--- src/rtl/uh_pkg.sv ---
// Shared constants, register map and state types of the host serial port
package uh_pkg;

	// ****************************************
	// Register offsets (byte addresses)
	// ****************************************
	localparam logic [7:0] UH_OFS_DATA = 8'h00;
	localparam logic [7:0] UH_OFS_STATUS = 8'h04;
	localparam logic [7:0] UH_OFS_CTRL = 8'h08;
	localparam logic [7:0] UH_OFS_OS = 8'h0c;
	localparam logic [7:0] UH_OFS_DIV = 8'h10;
	localparam logic [7:0] UH_OFS_TIMEOUT = 8'h14;

	// ****************************************
	// Field positions
	// ****************************************
	localparam int UH_ST_RXV = 0;
	localparam int UH_ST_TXR = 1;
	localparam int UH_ST_TOUT = 2;
	localparam int UH_ST_OVR = 3;
	localparam int UH_ST_FRM = 4;
	localparam int UH_ST_CFG = 5;
	localparam int UH_CT_PIN = 0;
	localparam int UH_CT_RXEN = 1;
	localparam int UH_CT_CLK52 = 2;

	// ****************************************
	// Reset values: 39 MHz, 12 x 28 gives 116071 bit/s
	// ****************************************
	localparam logic [15:0] UH_RST_OS = 16'h000c;
	localparam logic [15:0] UH_RST_DIV = 16'h001c;
	localparam logic UH_RST_CLK52 = 1'h0;
	localparam logic [15:0] UH_RST_TIMEOUT = 16'h0020;

	// ****************************************
	// Bus answers
	// ****************************************
	localparam logic [1:0] UH_RESP_OKAY = 2'h0;
	localparam logic [1:0] UH_RESP_SLVERR = 2'h2;

	// ****************************************
	// Clock and bit rate figures
	// ****************************************
	localparam int UH_CLK_HZ = 200_000_000;
	localparam int UH_SRC39_HZ = 39_000_000;
	localparam int UH_SRC52_HZ = 52_000_000;
	localparam int UH_MAX_BPS = 4_333_333;
	localparam int UH_MIN_BPS = 2400;
	localparam logic [7:0] UH_ACC_MOD = 8'(UH_CLK_HZ / 1_000_000);
	localparam logic [7:0] UH_INC_39 = 8'(UH_SRC39_HZ / 1_000_000);
	localparam logic [7:0] UH_INC_52 = 8'(UH_SRC52_HZ / 1_000_000);
	localparam logic [31:0] UH_MINP_39 = 32'(UH_SRC39_HZ / UH_MAX_BPS);
	localparam logic [31:0] UH_MINP_52 = 32'(UH_SRC52_HZ / UH_MAX_BPS);
	localparam logic [31:0] UH_MAXP_39 = 32'(UH_SRC39_HZ / UH_MIN_BPS);
	localparam logic [31:0] UH_MAXP_52 = 32'(UH_SRC52_HZ / UH_MIN_BPS);

	// ****************************************
	// State types
	// ****************************************
	typedef enum logic [0:0] {UH_TX_IDLE, UH_TX_SEND} uh_tx_e;
	typedef enum logic [1:0] {UH_RX_IDLE, UH_RX_START, UH_RX_DATA, UH_RX_STOP} uh_rx_e;

endpackage

--- src/rtl/uh_baud_if.sv ---
// Carrier between the port logic and its bit rate generator
`timescale 1ns/1ps
interface uh_baud_if;
	logic clk52;
	logic [15:0] div_ratio;
	logic os_tick;
	modport gen (input clk52, input div_ratio, output os_tick);
	modport user (output clk52, output div_ratio, input os_tick);
endinterface

--- src/rtl/uh_baud_gen.sv ---
// Bit rate generator: 39/52 MHz source enable, then the dividing ratio
`timescale 1ns/1ps
module uh_baud_gen
	import uh_pkg::*;
(
	input wire logic clk_in, // 200 MHz clock
	input wire logic reset_n_in, // Async reset, active low
	uh_baud_if.gen bif // Source select, ratio and tick
);
	import uh_pkg::*;

	typedef struct packed {
		logic [7:0] acc;
		logic [15:0] div_cnt;
		logic os_tick;
	} uh_gen_s;

	uh_gen_s st_ff;
	uh_gen_s nxt_st;
	logic [7:0] sum;

	// ****************************************
	// Fractional source and divider
	// ****************************************
	// select source rate
	always_comb begin
		nxt_st = st_ff;
		nxt_st.os_tick = 1'b0;
		sum = st_ff.acc + (bif.clk52 ? UH_INC_52 : UH_INC_39);
		if (sum >= UH_ACC_MOD) begin
			nxt_st.acc = sum - UH_ACC_MOD;
			// ratio divides source
			// Compare with >= so a smaller ratio written mid-count cannot stall
			if (st_ff.div_cnt >= bif.div_ratio - 16'h0001) begin
				nxt_st.div_cnt = 16'h0000;
				nxt_st.os_tick = 1'b1;
			end else begin
				nxt_st.div_cnt = st_ff.div_cnt + 16'h0001;
			end
		end else begin
			nxt_st.acc = sum;
		end
	end

	// State register
	always_ff @(posedge clk_in or negedge reset_n_in) begin
		if (!reset_n_in) begin
			st_ff <= '0;
		end else begin
			st_ff <= nxt_st;
		end
	end

	assign bif.os_tick = st_ff.os_tick;

	// Source pulses are at most 52 MHz, so two ticks never touch
	chk_tick_spacing: assert property (@(posedge clk_in) disable iff (!reset_n_in)
		st_ff.os_tick |=> !st_ff.os_tick ##1 !st_ff.os_tick)
		else $error("tick faster than source");

endmodule // uh_baud_gen

--- src/rtl/uh_host_uart.sv ---
// Host serial port with hardware flow control behind an AXI4-Lite slave
// How it works
// - Full duplex, start bit, eight data bits LSB first, one stop, no parity.
// - Bit rate settings outside 2400 bit/s to 4.33 Mbit/s are refused.
// - Bit rate is source clock over over-sampling count times dividing ratio.
// - Source clock is selectable, 39 MHz or 52 MHz only.
// - Over-sampling count accepts 1 through 65535 only where its product with the dividing ratio keeps the rate in range.
// - Settings giving more than 4,333,333 bit/s are refused.
// - A new character starts only while clear-to-send is low; characters finish.
// - Receive request output low while a character can be accepted, high otherwise.
// - Flow reaction may lag one to four frames; late characters raise overrun.
// - Timeout flag when gap after a character reaches the preset limit.
// - Overrun flag when a character arrives with the buffer full.
// - Framing error flag when the stop bit is missing.
// - After reset the rate is 39 MHz, 12 by 28, about 116.1 kbit/s.
// - Pins carry the serial function only once software enables them.
`timescale 1ns/1ps
module uh_host_uart
	import uh_pkg::*;
(
	input wire logic clk_in, // 200 MHz clock
	input wire logic reset_n_in, // Async reset, active low
	input wire logic s_axi_awvalid_in, // Write address valid
	output logic s_axi_awready_out, // Write address ready
	input wire logic [7:0] s_axi_awaddr_in, // Write byte address
	input wire logic s_axi_wvalid_in, // Write data valid
	output logic s_axi_wready_out, // Write data ready
	input wire logic [31:0] s_axi_wdata_in, // Write data
	input wire logic [3:0] s_axi_wstrb_in, // Write byte strobes
	output logic s_axi_bvalid_out, // Write response valid
	input wire logic s_axi_bready_in, // Write response ready
	output logic [1:0] s_axi_bresp_out, // Write response
	input wire logic s_axi_arvalid_in, // Read address valid
	output logic s_axi_arready_out, // Read address ready
	input wire logic [7:0] s_axi_araddr_in, // Read byte address
	output logic s_axi_rvalid_out, // Read data valid
	input wire logic s_axi_rready_in, // Read data ready
	output logic [31:0] s_axi_rdata_out, // Read data
	output logic [1:0] s_axi_rresp_out, // Read response
	input wire logic serial_in_pin_in, // Serial data from host
	output logic serial_out_pin_out, // Serial data to host
	input wire logic tx_clear_n_in, // Host ready to take data, low
	output logic rx_flow_request_n_out, // We can take data, low
	output logic uart_pin_sel_out // Pins switched to serial function
);
	import uh_pkg::*;

	typedef struct packed {
		logic awready, wready, bvalid, aw_hold, w_hold;
		logic [1:0] bresp;
		logic [7:0] awaddr;
		logic [31:0] wdata;
		logic [3:0] wstrb;
		logic arready, rvalid;
		logic [1:0] rresp;
		logic [31:0] rdata;
		logic clk52, pin_en, rx_en;
		logic [15:0] os_cnt, div_ratio, to_limit;
		logic rx_s1, rx_s2, rx_prev, cts_s1, cts_s2;
		logic tx_hold_valid;
		logic [7:0] tx_hold;
		uh_tx_e tx_state;
		logic [8:0] tx_shift;
		logic [3:0] tx_bits;
		logic [15:0] tx_tick;
		logic serial_out;
		uh_rx_e rx_state;
		logic [15:0] rx_tick, idle_cnt;
		logic [2:0] rx_bits;
		logic [7:0] rx_shift, rx_buf;
		logic rx_buf_valid, idle_armed;
		logic tout_err, ovr_err, frm_err, cfg_err;
		logic rts_n;
	} uh_top_s;

	uh_top_s st_ff;
	uh_top_s nxt_st;
	uh_baud_if bif ();
	logic wr_fire;

	// ****************************************
	// Helpers
	// ****************************************
	// Byte-lane merge of a 16-bit field
	function automatic logic [15:0] merge16(input logic [15:0] old, input logic [31:0] d,
		input logic [3:0] s);
		merge16 = {s[1] ? d[15:8] : old[15:8], s[0] ? d[7:0] : old[7:0]};
	endfunction

	function automatic logic rate_ok(input logic c52, input logic [15:0] os,
		input logic [15:0] dv);
		logic [31:0] prod;
		prod = 32'(os) * 32'(dv);
		rate_ok = (os != 16'h0000) && (dv != 16'h0000) &&
			(prod >= (c52 ? UH_MINP_52 : UH_MINP_39)) &&
			(prod <= (c52 ? UH_MAXP_52 : UH_MAXP_39));
	endfunction

	assign wr_fire = st_ff.aw_hold && st_ff.w_hold && !st_ff.bvalid;

	// ****************************************
	// Next state
	// ****************************************
	always_comb begin
		nxt_st = st_ff;
		// Two-stage synchronisers; logic reads stage two, and rx_prev behind it for the receive start edge
		nxt_st.rx_s1 = serial_in_pin_in;
		nxt_st.rx_s2 = st_ff.rx_s1;
		nxt_st.rx_prev = st_ff.rx_s2;
		nxt_st.cts_s1 = tx_clear_n_in;
		nxt_st.cts_s2 = st_ff.cts_s1;

		// Write channels are taken independently, in either order
		if (s_axi_awvalid_in && st_ff.awready) begin
			nxt_st.aw_hold = 1'b1;
			nxt_st.awaddr = s_axi_awaddr_in;
		end
		if (s_axi_wvalid_in && st_ff.wready) begin
			nxt_st.w_hold = 1'b1;
			nxt_st.wdata = s_axi_wdata_in;
			nxt_st.wstrb = s_axi_wstrb_in;
		end
		if (st_ff.bvalid && s_axi_bready_in) begin
			nxt_st.bvalid = 1'b0;
		end

		// Register write once address and data are both held
		if (wr_fire) begin
			nxt_st.aw_hold = 1'b0;
			nxt_st.w_hold = 1'b0;
			nxt_st.bvalid = 1'b1;
			nxt_st.bresp = UH_RESP_OKAY;
			case ({st_ff.awaddr[7:2], 2'h0})
				UH_OFS_DATA: begin
					// A full holding register drops the byte; software polls ready
					if (st_ff.wstrb[0] && !st_ff.tx_hold_valid) begin
						nxt_st.tx_hold_valid = 1'b1;
						nxt_st.tx_hold = st_ff.wdata[7:0];
					end
				end
				UH_OFS_STATUS: begin
					if (st_ff.wstrb[0]) begin
						nxt_st.tout_err = st_ff.tout_err & ~st_ff.wdata[UH_ST_TOUT];
						nxt_st.ovr_err = st_ff.ovr_err & ~st_ff.wdata[UH_ST_OVR];
						nxt_st.frm_err = st_ff.frm_err & ~st_ff.wdata[UH_ST_FRM];
						nxt_st.cfg_err = st_ff.cfg_err & ~st_ff.wdata[UH_ST_CFG];
					end
				end
				UH_OFS_CTRL: begin
					if (st_ff.wstrb[0]) begin
						nxt_st.pin_en = st_ff.wdata[UH_CT_PIN];
						nxt_st.rx_en = st_ff.wdata[UH_CT_RXEN];
						if (rate_ok(st_ff.wdata[UH_CT_CLK52], st_ff.os_cnt, st_ff.div_ratio)) begin
							nxt_st.clk52 = st_ff.wdata[UH_CT_CLK52];
						end else begin
							nxt_st.cfg_err = 1'b1;
						end
					end
				end
				UH_OFS_OS: begin
					if (rate_ok(st_ff.clk52, merge16(st_ff.os_cnt, st_ff.wdata, st_ff.wstrb),
						st_ff.div_ratio)) begin
						nxt_st.os_cnt = merge16(st_ff.os_cnt, st_ff.wdata, st_ff.wstrb);
					end else begin
						nxt_st.cfg_err = 1'b1;
					end
				end
				UH_OFS_DIV: begin
					if (rate_ok(st_ff.clk52, st_ff.os_cnt,
						merge16(st_ff.div_ratio, st_ff.wdata, st_ff.wstrb))) begin
						nxt_st.div_ratio = merge16(st_ff.div_ratio, st_ff.wdata, st_ff.wstrb);
					end else begin
						nxt_st.cfg_err = 1'b1;
					end
				end
				UH_OFS_TIMEOUT: begin
					nxt_st.to_limit = merge16(st_ff.to_limit, st_ff.wdata, st_ff.wstrb);
				end
				default: begin
					nxt_st.bresp = UH_RESP_SLVERR;
				end
			endcase
		end

		// Read answer one cycle after the address is taken
		if (st_ff.rvalid && s_axi_rready_in) begin
			nxt_st.rvalid = 1'b0;
		end
		if (s_axi_arvalid_in && st_ff.arready) begin
			nxt_st.rvalid = 1'b1;
			nxt_st.rresp = UH_RESP_OKAY;
			case ({s_axi_araddr_in[7:2], 2'h0})
				UH_OFS_DATA: begin
					// Reading the data word pops the receive buffer
					nxt_st.rdata = {24'h000000, st_ff.rx_buf};
					nxt_st.rx_buf_valid = 1'b0;
				end
				UH_OFS_STATUS: nxt_st.rdata = {26'h0, st_ff.cfg_err, st_ff.frm_err,
					st_ff.ovr_err, st_ff.tout_err, !st_ff.tx_hold_valid, st_ff.rx_buf_valid};
				UH_OFS_CTRL: nxt_st.rdata = {29'h0, st_ff.clk52, st_ff.rx_en, st_ff.pin_en};
				UH_OFS_OS: nxt_st.rdata = {16'h0000, st_ff.os_cnt};
				UH_OFS_DIV: nxt_st.rdata = {16'h0000, st_ff.div_ratio};
				UH_OFS_TIMEOUT: nxt_st.rdata = {16'h0000, st_ff.to_limit};
				default: begin
					nxt_st.rdata = 32'h00000000;
					nxt_st.rresp = UH_RESP_SLVERR;
				end
			endcase
		end

		// Transmitter: one bit lasts os_cnt ticks
		case (st_ff.tx_state)
			UH_TX_IDLE: begin
				nxt_st.serial_out = 1'b1;
				// a late clear stops the next character, not the current one
				if (st_ff.pin_en && st_ff.tx_hold_valid && !st_ff.cts_s2) begin
					nxt_st.serial_out = 1'b0;
					nxt_st.tx_shift = {1'b1, st_ff.tx_hold};
					nxt_st.tx_bits = 4'h9;
					nxt_st.tx_tick = 16'h0000;
					nxt_st.tx_hold_valid = 1'b0;
					nxt_st.tx_state = UH_TX_SEND;
				end
			end
			UH_TX_SEND: begin
				if (bif.os_tick) begin
					if (st_ff.tx_tick >= st_ff.os_cnt - 16'h0001) begin
						nxt_st.tx_tick = 16'h0000;
						if (st_ff.tx_bits == 4'h0) begin
							nxt_st.tx_state = UH_TX_IDLE;
						end else begin
							nxt_st.serial_out = st_ff.tx_shift[0];
							nxt_st.tx_shift = {1'b1, st_ff.tx_shift[8:1]};
							nxt_st.tx_bits = st_ff.tx_bits - 4'h1;
						end
					end else begin
						nxt_st.tx_tick = st_ff.tx_tick + 16'h0001;
					end
				end
			end
			default: nxt_st.tx_state = UH_TX_IDLE;
		endcase

		// Receiver
		case (st_ff.rx_state)
			UH_RX_IDLE: begin
				if (bif.os_tick) begin
					if (st_ff.rx_tick >= st_ff.os_cnt - 16'h0001) begin
						nxt_st.rx_tick = 16'h0000;
						if (st_ff.idle_cnt != 16'hffff) begin
							nxt_st.idle_cnt = st_ff.idle_cnt + 16'h0001;
						end
					end else begin
						nxt_st.rx_tick = st_ff.rx_tick + 16'h0001;
					end
				end
				if (st_ff.idle_armed && st_ff.idle_cnt >= st_ff.to_limit) begin
					nxt_st.tout_err = 1'b1;
					nxt_st.idle_armed = 1'b0;
				end
				if (st_ff.pin_en && st_ff.rx_en && st_ff.rx_prev && !st_ff.rx_s2) begin
					nxt_st.rx_tick = 16'h0000;
					nxt_st.rx_state = UH_RX_START;
				end
			end
			UH_RX_START: begin
				if (bif.os_tick) begin
					if (st_ff.rx_tick >= {1'b0, st_ff.os_cnt[15:1]}) begin
						nxt_st.rx_tick = 16'h0000;
						nxt_st.rx_bits = 3'h0;
						nxt_st.rx_state = st_ff.rx_s2 ? UH_RX_IDLE : UH_RX_DATA;
					end else begin
						nxt_st.rx_tick = st_ff.rx_tick + 16'h0001;
					end
				end
			end
			UH_RX_DATA, UH_RX_STOP: begin
				if (bif.os_tick) begin
					if (st_ff.rx_tick >= st_ff.os_cnt - 16'h0001) begin
						nxt_st.rx_tick = 16'h0000;
						if (st_ff.rx_state == UH_RX_DATA) begin
							nxt_st.rx_shift = {st_ff.rx_s2, st_ff.rx_shift[7:1]};
							nxt_st.rx_bits = st_ff.rx_bits + 3'h1;
							if (st_ff.rx_bits == 3'h7) begin
								nxt_st.rx_state = UH_RX_STOP;
							end
						end else begin
							nxt_st.rx_state = UH_RX_IDLE;
							nxt_st.idle_cnt = 16'h0000;
							if (!st_ff.rx_s2) begin
								nxt_st.frm_err = 1'b1;
							end else if (nxt_st.rx_buf_valid) begin
								nxt_st.ovr_err = 1'b1;
								nxt_st.idle_armed = 1'b1;
							end else begin
								nxt_st.rx_buf = st_ff.rx_shift;
								nxt_st.rx_buf_valid = 1'b1;
								nxt_st.idle_armed = 1'b1;
							end
						end
					end else begin
						nxt_st.rx_tick = st_ff.rx_tick + 16'h0001;
					end
				end
			end
			default: nxt_st.rx_state = UH_RX_IDLE;
		endcase

		nxt_st.rts_n = !(nxt_st.pin_en && nxt_st.rx_en && !nxt_st.rx_buf_valid);
		// Ready flags registered from the next state, one transfer at a time
		nxt_st.awready = !nxt_st.aw_hold && !nxt_st.bvalid;
		nxt_st.wready = !nxt_st.w_hold && !nxt_st.bvalid;
		nxt_st.arready = !nxt_st.rvalid;
	end

	// ****************************************
	// State register
	// ****************************************
	// low reset input clears all but ready flags, rate settings, timeout and idle-high lines
	always_ff @(posedge clk_in or negedge reset_n_in) begin
		if (!reset_n_in) begin
			st_ff <= '0;
			st_ff.awready <= 1'b1;
			st_ff.wready <= 1'b1;
			st_ff.arready <= 1'b1;
			st_ff.os_cnt <= UH_RST_OS;
			st_ff.div_ratio <= UH_RST_DIV;
			st_ff.clk52 <= UH_RST_CLK52;
			st_ff.to_limit <= UH_RST_TIMEOUT;
			st_ff.rx_s1 <= 1'b1;
			st_ff.rx_s2 <= 1'b1;
			st_ff.rx_prev <= 1'b1;
			st_ff.cts_s1 <= 1'b1;
			st_ff.cts_s2 <= 1'b1;
			st_ff.serial_out <= 1'b1;
			st_ff.rts_n <= 1'b1;
		end else begin
			st_ff <= nxt_st;
		end
	end

	// ****************************************
	// Generator and outputs
	// ****************************************
	assign bif.clk52 = st_ff.clk52;
	assign bif.div_ratio = st_ff.div_ratio;

	uh_baud_gen u_gen (
		.clk_in(clk_in),
		.reset_n_in(reset_n_in),
		.bif(bif)
	);

	assign s_axi_awready_out = st_ff.awready;
	assign s_axi_wready_out = st_ff.wready;
	assign s_axi_bvalid_out = st_ff.bvalid;
	assign s_axi_bresp_out = st_ff.bresp;
	assign s_axi_arready_out = st_ff.arready;
	assign s_axi_rvalid_out = st_ff.rvalid;
	assign s_axi_rdata_out = st_ff.rdata;
	assign s_axi_rresp_out = st_ff.rresp;
	// Idle high while the pins still belong to the general purpose function
	assign serial_out_pin_out = st_ff.serial_out;
	assign rx_flow_request_n_out = st_ff.rts_n;
	assign uart_pin_sel_out = st_ff.pin_en;

	// ****************************************
	// Checks
	// ****************************************
	chk_tx_clear_gate: assert property (@(posedge clk_in) disable iff (!reset_n_in)
		(st_ff.tx_state == UH_TX_IDLE) ##1 (st_ff.tx_state == UH_TX_SEND) |->
		!$past(st_ff.cts_s2) && !st_ff.serial_out)
		else $error("character started without clear");
	chk_tx_stop_high: assert property (@(posedge clk_in) disable iff (!reset_n_in)
		(st_ff.tx_state == UH_TX_SEND) ##1 (st_ff.tx_state == UH_TX_IDLE) |->
		$past(st_ff.serial_out) && $past(st_ff.tx_bits) == 4'h0)
		else $error("frame ended without stop bit");
	chk_rts_full_high: assert property (@(posedge clk_in) disable iff (!reset_n_in)
		$rose(st_ff.rx_buf_valid) |-> st_ff.rts_n ##1 (st_ff.rts_n || !st_ff.rx_buf_valid))
		else $error("request low with buffer full");
	chk_overrun_cause: assert property (@(posedge clk_in) disable iff (!reset_n_in)
		$rose(st_ff.ovr_err) |-> $past(st_ff.rx_buf_valid) && st_ff.rx_buf_valid)
		else $error("overrun without full buffer");
	chk_frame_cause: assert property (@(posedge clk_in) disable iff (!reset_n_in)
		$rose(st_ff.frm_err) |-> $past(st_ff.rx_state) == UH_RX_STOP && !$past(st_ff.rx_s2))
		else $error("framing error without low stop");
	chk_timeout_cause: assert property (@(posedge clk_in) disable iff (!reset_n_in)
		$rose(st_ff.tout_err) |-> $past(st_ff.idle_cnt) >= $past(st_ff.to_limit))
		else $error("timeout before limit");
	chk_rate_ceiling: assert property (@(posedge clk_in) disable iff (!reset_n_in)
		32'(st_ff.os_cnt) * 32'(st_ff.div_ratio) >= (st_ff.clk52 ? UH_MINP_52 : UH_MINP_39))
		else $error("bit rate above ceiling");
	chk_rate_floor: assert property (@(posedge clk_in) disable iff (!reset_n_in)
		32'(st_ff.os_cnt) * 32'(st_ff.div_ratio) <= (st_ff.clk52 ? UH_MAXP_52 : UH_MAXP_39))
		else $error("bit rate below floor");
	chk_flag_sticky: assert property (@(posedge clk_in) disable iff (!reset_n_in)
		st_ff.frm_err && !wr_fire |=> st_ff.frm_err)
		else $error("error flag dropped without clear");
	chk_start_centre: assert property (@(posedge clk_in) disable iff (!reset_n_in)
		(st_ff.rx_state == UH_RX_START) ##1 (st_ff.rx_state == UH_RX_DATA) |->
		$past(st_ff.rx_tick) >= {1'b0, $past(st_ff.os_cnt[15:1])})
		else $error("start accepted before mid-bit");

endmodule // uh_host_uart

--- config.mk ---
export PLATFORM = sky130hd
export DESIGN_NAME = uh_host_uart
export DESIGN_NICKNAME = d
export VERILOG_FILES = /design/src/rtl/uh_pkg.sv /design/src/rtl/uh_baud_if.sv /design/src/rtl/uh_baud_gen.sv /design/src/rtl/uh_host_uart.sv
export SDC_FILE = /design/constraint.sdc
export NUM_CORES = 2
export LEC_CHECK = 0
export ABC_CLOCK_PERIOD_IN_PS = 10800
export BUFFER_PORTS_ARGS = -buffer_cell sky130_fd_sc_hd__buf_4
export CAP_MARGIN = 25
export CORE_MARGIN = 2
export CORE_UTILIZATION = 55
export DETAILED_ROUTE_END_ITERATION = 12
export GPL_ROUTABILITY_DRIVEN = 0
export HOLD_SLACK_MARGIN = 0.06
export PLACE_DENSITY = 0.76
export SYNTH_ARGS = -nofsm -noshare
export SYNTH_HDL_FRONTEND = slang
export SYNTH_SLANG_ARGS = --single-unit
--- constraint.sdc ---
create_clock -name clk_in -period 10.8 [get_ports clk_in]
set_input_delay 1.08 -clock clk_in [delete_from_list [all_inputs] [get_ports clk_in]]
set_output_delay 1.08 -clock clk_in [all_outputs]
set_load 0.02 [all_outputs]
Word level (Yosys, flattened, before mapping)
Index checks and enable logic that the tools add are counted.
{"block": "op_classes", "eq_ne": 38, "n_lt_le_gt_ge": 12, "n_bitwise": 11, "add_sub_neg": 10, "reduce_logical": 68, "muxes": 91, "mul": 3}
{"cell": "16-bit 2-to-1 mux", "n": 12}
{"cell": "16-bit by 16-bit multiplier with 32-bit output", "n": 3}
{"cell": "16-bit case mux with 6 select lines", "n": 1}
{"cell": "16-bit by 1-bit adder with 16-bit output (second input constant)", "n": 4}
{"cell": "16-bit >= comparator", "n": 4}
{"cell": "32-bit by 4-bit >= comparator with 1-bit output", "n": 2}
{"cell": "32-bit by 15-bit <= comparator with 1-bit output", "n": 2}
{"cell": "16-bit nonzero test", "n": 4}
{"cell": "31-bit 2-to-1 mux", "n": 2}
{"cell": "31-bit case mux with 2 select lines", "n": 1}
{"cell": "8-bit 2-to-1 mux", "n": 7}
{"cell": "55-bit 2-to-1 mux", "n": 1}
{"cell": "18-bit case mux with 3 select lines", "n": 1}
{"cell": "50-bit 2-to-1 mux", "n": 1}
{"cell": "37-bit 2-to-1 mux", "n": 1}
{"cell": "18-bit 2-to-1 mux", "n": 2}
{"cell": "9-bit 2-to-1 mux", "n": 4}
{"cell": "35-bit 2-to-1 mux", "n": 1}
{"cell": "32-bit >= comparator", "n": 1}
{"cell": "32-bit <= comparator", "n": 1}
{"cell": "32-bit 2-to-1 mux", "n": 1}
{"cell": "2-bit != test (second input constant)", "n": 16}
{"cell": "16-bit case mux with 2 select lines", "n": 1}
{"cell": "16-bit by 1-bit subtractor with 16-bit output (second input constant)", "n": 2}
{"cell": "other kinds (45)", "n": 158}
{"block": "totals", "ff_bits": 250, "output_inout_bits": 44, "in_bits": 61, "elab_cells": 281}

Longest topological paths before layout
{"block": "depth", "depth_word": 14, "depth_mapped": 36, "depth_no_buf": 31}

Hierarchy
Synthesis repeated with hierarchy kept, for this count alone.
{"block": "unflattened", "cells_unflattened": 4731, "hier_area_um2": 40969.3}
{"module": "uh_host_uart", "cells_each": 4513, "seq_area_each_um2": 5149.9, "n_inst": 1, "area_per_inst_um2": 38923.6}
{"module": "uh_baud_gen", "cells_each": 218, "seq_area_each_um2": 625.6, "n_inst": 1, "area_per_inst_um2": 2045.7}

Worst setup path before layout
Ideal clock, no wire load.
{"block": "synth_path", "path_type": "reg-to-reg", "start": "register st_ff[192] in the netlist's numbering", "end": "register st_ff[148] in the netlist's numbering", "setup_time_ns": 0.125, "path_buffers": 7, "setup_slack_ns": 2.408, "t_arrival_ns": 8.266, "stages_incl_launch_ff": 35, "t_required_ns": 10.675, "period_less_slack_ns": 8.392, "cell_sequence": "dfrtp_1 -> clkbuf_1 -> buf_2 -> buf_1 -> clkbuf_1 -> nand2_1 -> o21ai_1 -> clkbuf_1 -> nand2_1 -> fa_1 -> fa_1 -> inv_1 -> ha_1 -> fa_1 -> fa_1 -> inv_1 -> fa_1 -> inv_1 -> ha_1 -> clkbuf_1 -> o21a_1 -> o211a_1 -> a221o_1 -> a21o_1 -> a21oi_1 -> xnor2_1 -> ha_1 -> a21o_1 -> nor3_1 -> o31ai_1 -> or4_4 -> nor3_4 -> nand2_4 -> buf_6 -> mux2_4"}
{"block": "synth_between", "elab_chain_len": 6, "word_cells_on_any_way": 9, "classes_between": "1 x mul; 2 x order compare; 1 x mux; 5 x reduce/logical"}
{"element": "from (decl)", "line_no": "uh_host_uart.sv:76", "text": "uh_top_s st_ff;"}
{"element": "from (signal assigned)", "line_no": "uh_host_uart.sv:338", "text": "st_ff <= nxt_st;"}
{"element": "8-bit 2-to-1 mux (*)"}
{"element": "16-bit by 16-bit multiplier with 32-bit output or 16-bit nonzero test (tied branches)", "line_no": "uh_host_uart.sv:93, uh_host_uart.sv:94"}
{"element": "32-bit >= comparator or 1-bit logical AND (tied branches)", "line_no": "uh_host_uart.sv:95, uh_host_uart.sv:94"}
{"element": "1-bit logical AND", "line_no": "uh_host_uart.sv:94", "text": "rate_ok = (os != 16'h0000) && (dv != 16'h0000) &&"}
{"element": "1-bit logical AND (*)", "line_no": "uh_host_uart.sv:95", "text": "(prod >= (c52 ? UH_MINP_52 : UH_MINP_39)) &&"}
{"element": "3-bit AND reduction (no line) (*)"}
Mark *: on every way between the ends. The rest lies on a longest branch, timed or not.
A chain may end at the register's enable or synchronous reset.

Worst setup path after layout
{"block": "layout_path", "start": "register st_ff[192] in the netlist's numbering", "end": "register bif.div_ratio[11] (netlist name)"}
{"block": "layout_between", "elab_chain_len": 6, "word_cells_on_any_way": 9, "classes_between": "1 x mul; 2 x order compare; 1 x mux; 5 x reduce/logical"}
{"element": "8-bit 2-to-1 mux (*)"}
{"element": "16-bit by 16-bit multiplier with 32-bit output or 16-bit nonzero test (tied branches)", "line_no": "uh_host_uart.sv:93, uh_host_uart.sv:94"}
{"element": "32-bit by 4-bit >= comparator with 1-bit output or 1-bit logical AND (tied branches)", "line_no": "uh_host_uart.sv:95, uh_host_uart.sv:94"}
{"element": "1-bit logical AND", "line_no": "uh_host_uart.sv:94"}
{"element": "1-bit logical AND (*)", "line_no": "uh_host_uart.sv:95"}
{"element": "3-bit AND reduction (no line) (*)"}
Marked as above.

==> key figures <==
Worst setup path
  – Critical Path RT: 11240 ps
  – Worst Path Max Fanout: 25
  – Crit path kind: reg -> reg
  – Flop-to-flop setup slack: 1280 ps
  – Crit path launch type: flip-flop
  – CP arrival: 9960 ps
  – Critical path's largest stage delay: 1110 ps
  – Crit path max-delay cell type: dfrtp_1
  – Critical path buffers and inverters: 5
  – Top delay family on crit path: adder cells
  – Cell mode on critical path: fa_1
  – Crit-path cells: mux2i_1, buf_4, nor2_1, fa_1, inv_1, fa_1, fa_1, fa_1, inv_1, fa_1, inv_1, fa_1, inv_1, ha_1, nand4_1, or2_1, a2111oi_1, nor3_1, mux2i_1, o31ai_1, nor4b_1, nand4_1, nor2_2, mux2_2
  – Crit. End Element: flip-flop

Timing
  – Max_slew headroom: 20.2%
  – Final Max Slew Viols: 0
  – Fin. Hold Viols: 0
  – Final min period: 9520 ps
  – Setup TNS: 0 ps
  – Setup violation total in the final timing report: 0
  – RSZ-0062 raised after global routing: false
  – Worst Tran Pin Value: 1190 ps
  – Tcrit/Tclk final: 88.2%
  – Worst clock skew: 24.1 ps
  – Fmax: 105 MHz
  – Post-route setup slack: 1280 ps

Routing
  – Post-DR wirelength/cell: 20.6 um
  – Vias: 33800
  – Initial DRC count: 3348
  – TritonRoute pass-1 iters: 9
  – ANT nets after route: 0
  – DRC violations left: 0
  – Total wire length: 115000 um
  – Vias/cell: 6.03

Global route
  – Largest net degree at the start of global routing: 112
  – Remaining global-route overflow: 0
  – Gr usage total: 30.7%
  – First-pass GRT wire length: 187000 um
  – Via count of the first global-routing pass: 34300
  – Initial antenna violation count: 3

Layout
  – Non-Filler Instances: 5609
  – Area grow syn2layout: 5.45%
  – Final core utilization: 58.8%
  – Most frequent cells in the layout: inv_1 (764), fa_1 (583), nand2_1 (573)
  – FF/Latch Area: 5780 um^2
  – Finished Cell Area: 43100 um^2
  – Post-layout net count: 5716
  – Share of layout cells above drive strength 1: 7.33%
  – Fill cells: 6182
  – Leading cell type in the layout, fill and taps excluded: inv_1
  – Multi-input gate area: 31100 um^2

Power and ir drop
  – Pwr/cell area: 78.8 nW/um^2
  – P_leak: 0.0221 uW
  – Peak supply drop: 0.110 mV

Die
  – Core footprint: 73200 um^2
  – Number of top-level pins: 105
  – Die height: 277 um
  – Chip width: 277 um
  – Initial Util: 55.8%
  – Die ar.: 76500 um^2
  – Row count: 99

Outcome
  – Status: completed

Job
  – Max Cap Violations: 0

Clocking
  – Clk slew on worst S/H paths: 60 ps
  – TritonCTS clock tree: built
  – CTS buffer count: 24
  – Clock buffer depth: 3
  – Root Buffer Master: clkbuf_16
  – Hold Buf Count CTS: 0
  – Clk sink count: 230
  – Post-CTS Setup Inserts: 0
  – Htree depth: 1
  – CTS resizes: 0
  – Worst-skew pair later-pin latency: 560 ps

Synth
  – Synth Flop Type: dfrtp_1
  – Synthesis-stage register bit count: 230
  – Ys async rst share: 100%
  – Synth Instances: 4689
  – EDFF count, synth: 0
  – Mapped Avg Cell Area: 8.71 um^2
  – Register area share after synthesis: 14.1%
  – Cell Area, Synth: 40800 um^2
  – Number of synthesis warnings: 0
  – Cell variety after synth: 96

Place
  – Port Buffer Count: 64
  – Dpl cells: 5561
  – Pre-CTS WS: 1450 ps
  – Dpl cell area: 42200 um^2
  – Hpwl dp: 86600 um

Min path
  – Hold Path Class: reg -> reg
## cell usage after synthesis, drive strengths merged, types with 8 or more instances
| cell | count | share of area, % |
|---|---|---|
| fa | 583 | 29 |
| xor2 | 54 | 1.2 |
| nor4 | 18 | 0.28 |
| and3 | 33 | 0.51 |
| a211oi | 24 | 0.47 |
| nor2 | 325 | 3.0 |
| o21a | 27 | 0.50 |
| nand4 | 56 | 0.86 |
| inv | 766 | 7.0 |
| a21oi | 168 | 2.1 |
| ha | 441 | 14 |
| o21ai | 163 | 2.0 |
| or4 | 20 | 0.38 |
| nand2b | 43 | 0.66 |
| o211ai | 28 | 0.53 |
| and4 | 12 | 0.26 |
| nor2b | 21 | 0.32 |
| o2111ai | 12 | 0.26 |
| nand2 | 574 | 5.3 |
| o22ai | 9 | 0.14 |
| a211o | 9 | 0.19 |
| or3 | 23 | 0.35 |
| a21o | 73 | 1.3 |
| clkbuf | 187 | 1.7 |
| or2 | 17 | 0.26 |
| a21boi | 10 | 0.18 |
| a22oi | 20 | 0.37 |
| nand3 | 65 | 0.80 |
| a31oi | 12 | 0.18 |
| mux2 | 100 | 2.8 |
| buf | 71 | 1.0 |
| clkinv | 10 | 0.092 |
| nor3b | 10 | 0.18 |
| a2111oi | 9 | 0.20 |
| dfstp | 16 | 1.0 |
| nor3 | 68 | 0.86 |
| o31ai | 9 | 0.18 |
| xnor2 | 64 | 1.4 |
| dfrtp | 214 | 13 |
| nand4b | 8 | 0.17 |
| mux2i | 26 | 0.64 |
| o21bai | 8 | 0.15 |
| and2 | 189 | 2.9 |
## final cells by class
cell class | count | area share, %
Multi-Input combinational cell | 3442 | 72.2
Inverter | 776 | 6.76
Sequential cell | 230 | 13.4
Timing Repair Buffer | 157 | 2.80
Clock buffer | 35 | 1.61
Clock inverter | 9 | 0.386
Tap cell | 959 | 2.79
Antenna cell | 1 | 0.00581
## report_power, final
group          total (uW)  internal, uW  leakage [uW]  switching [uW]
Clock                 923           543      0.000415             380
Sequential           1220           988       0.00302             233
Combinational        1250           375        0.0187             873
## through the flow
step	hold WS, ps	power [uW]
floorplan	345	1800
global placement	346	2380
CTS	360	3330
global route	367	3490
detailed placement	348	2410
finish	359	3390
## final timing paths
path | start | end | cells past startpoint
min in group asynchronous | reset_n_in | st_ff[33] | 1
max | st_ff[192] | bif.div_ratio[11] | 24
min | nxt_st[103] | nxt_st[102] | 0
max in group asynchronous | reset_n_in | st_ff[11] | 2
min reg2reg | nxt_st[103] | nxt_st[102] | 0
max reg2reg | st_ff[192] | bif.div_ratio[11] | 24
## registers in the layout, indices dropped and copies added, names as in the netlist, 3 cells and up
signal and cells:
u_gen.st_ff 24, bif.div_ratio 16, s_axi_rdata_out 16, nxt_st 3, st_ff 159
## metal layers
metal	part of all wire, %	wire length, um	vias up	GRT usage, %
li1	-	-	15000	-
met1	39	44700	16700	39.6
met2	44	51100	1745	47.9
met3	11	12900	413	8.04
met4	5.7	6610	4	14.8
met5	0.085	98	-	0.813
## cells by family (layout without fill, tap and decap cells)
| group | Yosys count | after routing | synth area share (%) |
|---|---|---|---|
| muxes | 126 | 126 | 3.44 |
| AOI/OAI and AO/OA | 656 | 656 | 10.5 |
| xor gates and xnor gates | 118 | 118 | 2.53 |
| other | 1 | 19 | 0.00918 |
| DFF | 230 | 230 | 14.1 |
| adders and majority gates | 1024 | 1024 | 42.1 |
| buffers and inverters | 1034 | 977 | 9.88 |
| and+or+nand+nor | 1500 | 1500 | 17.4 |
No activity file was read; power rests on OpenSTA's default activity.
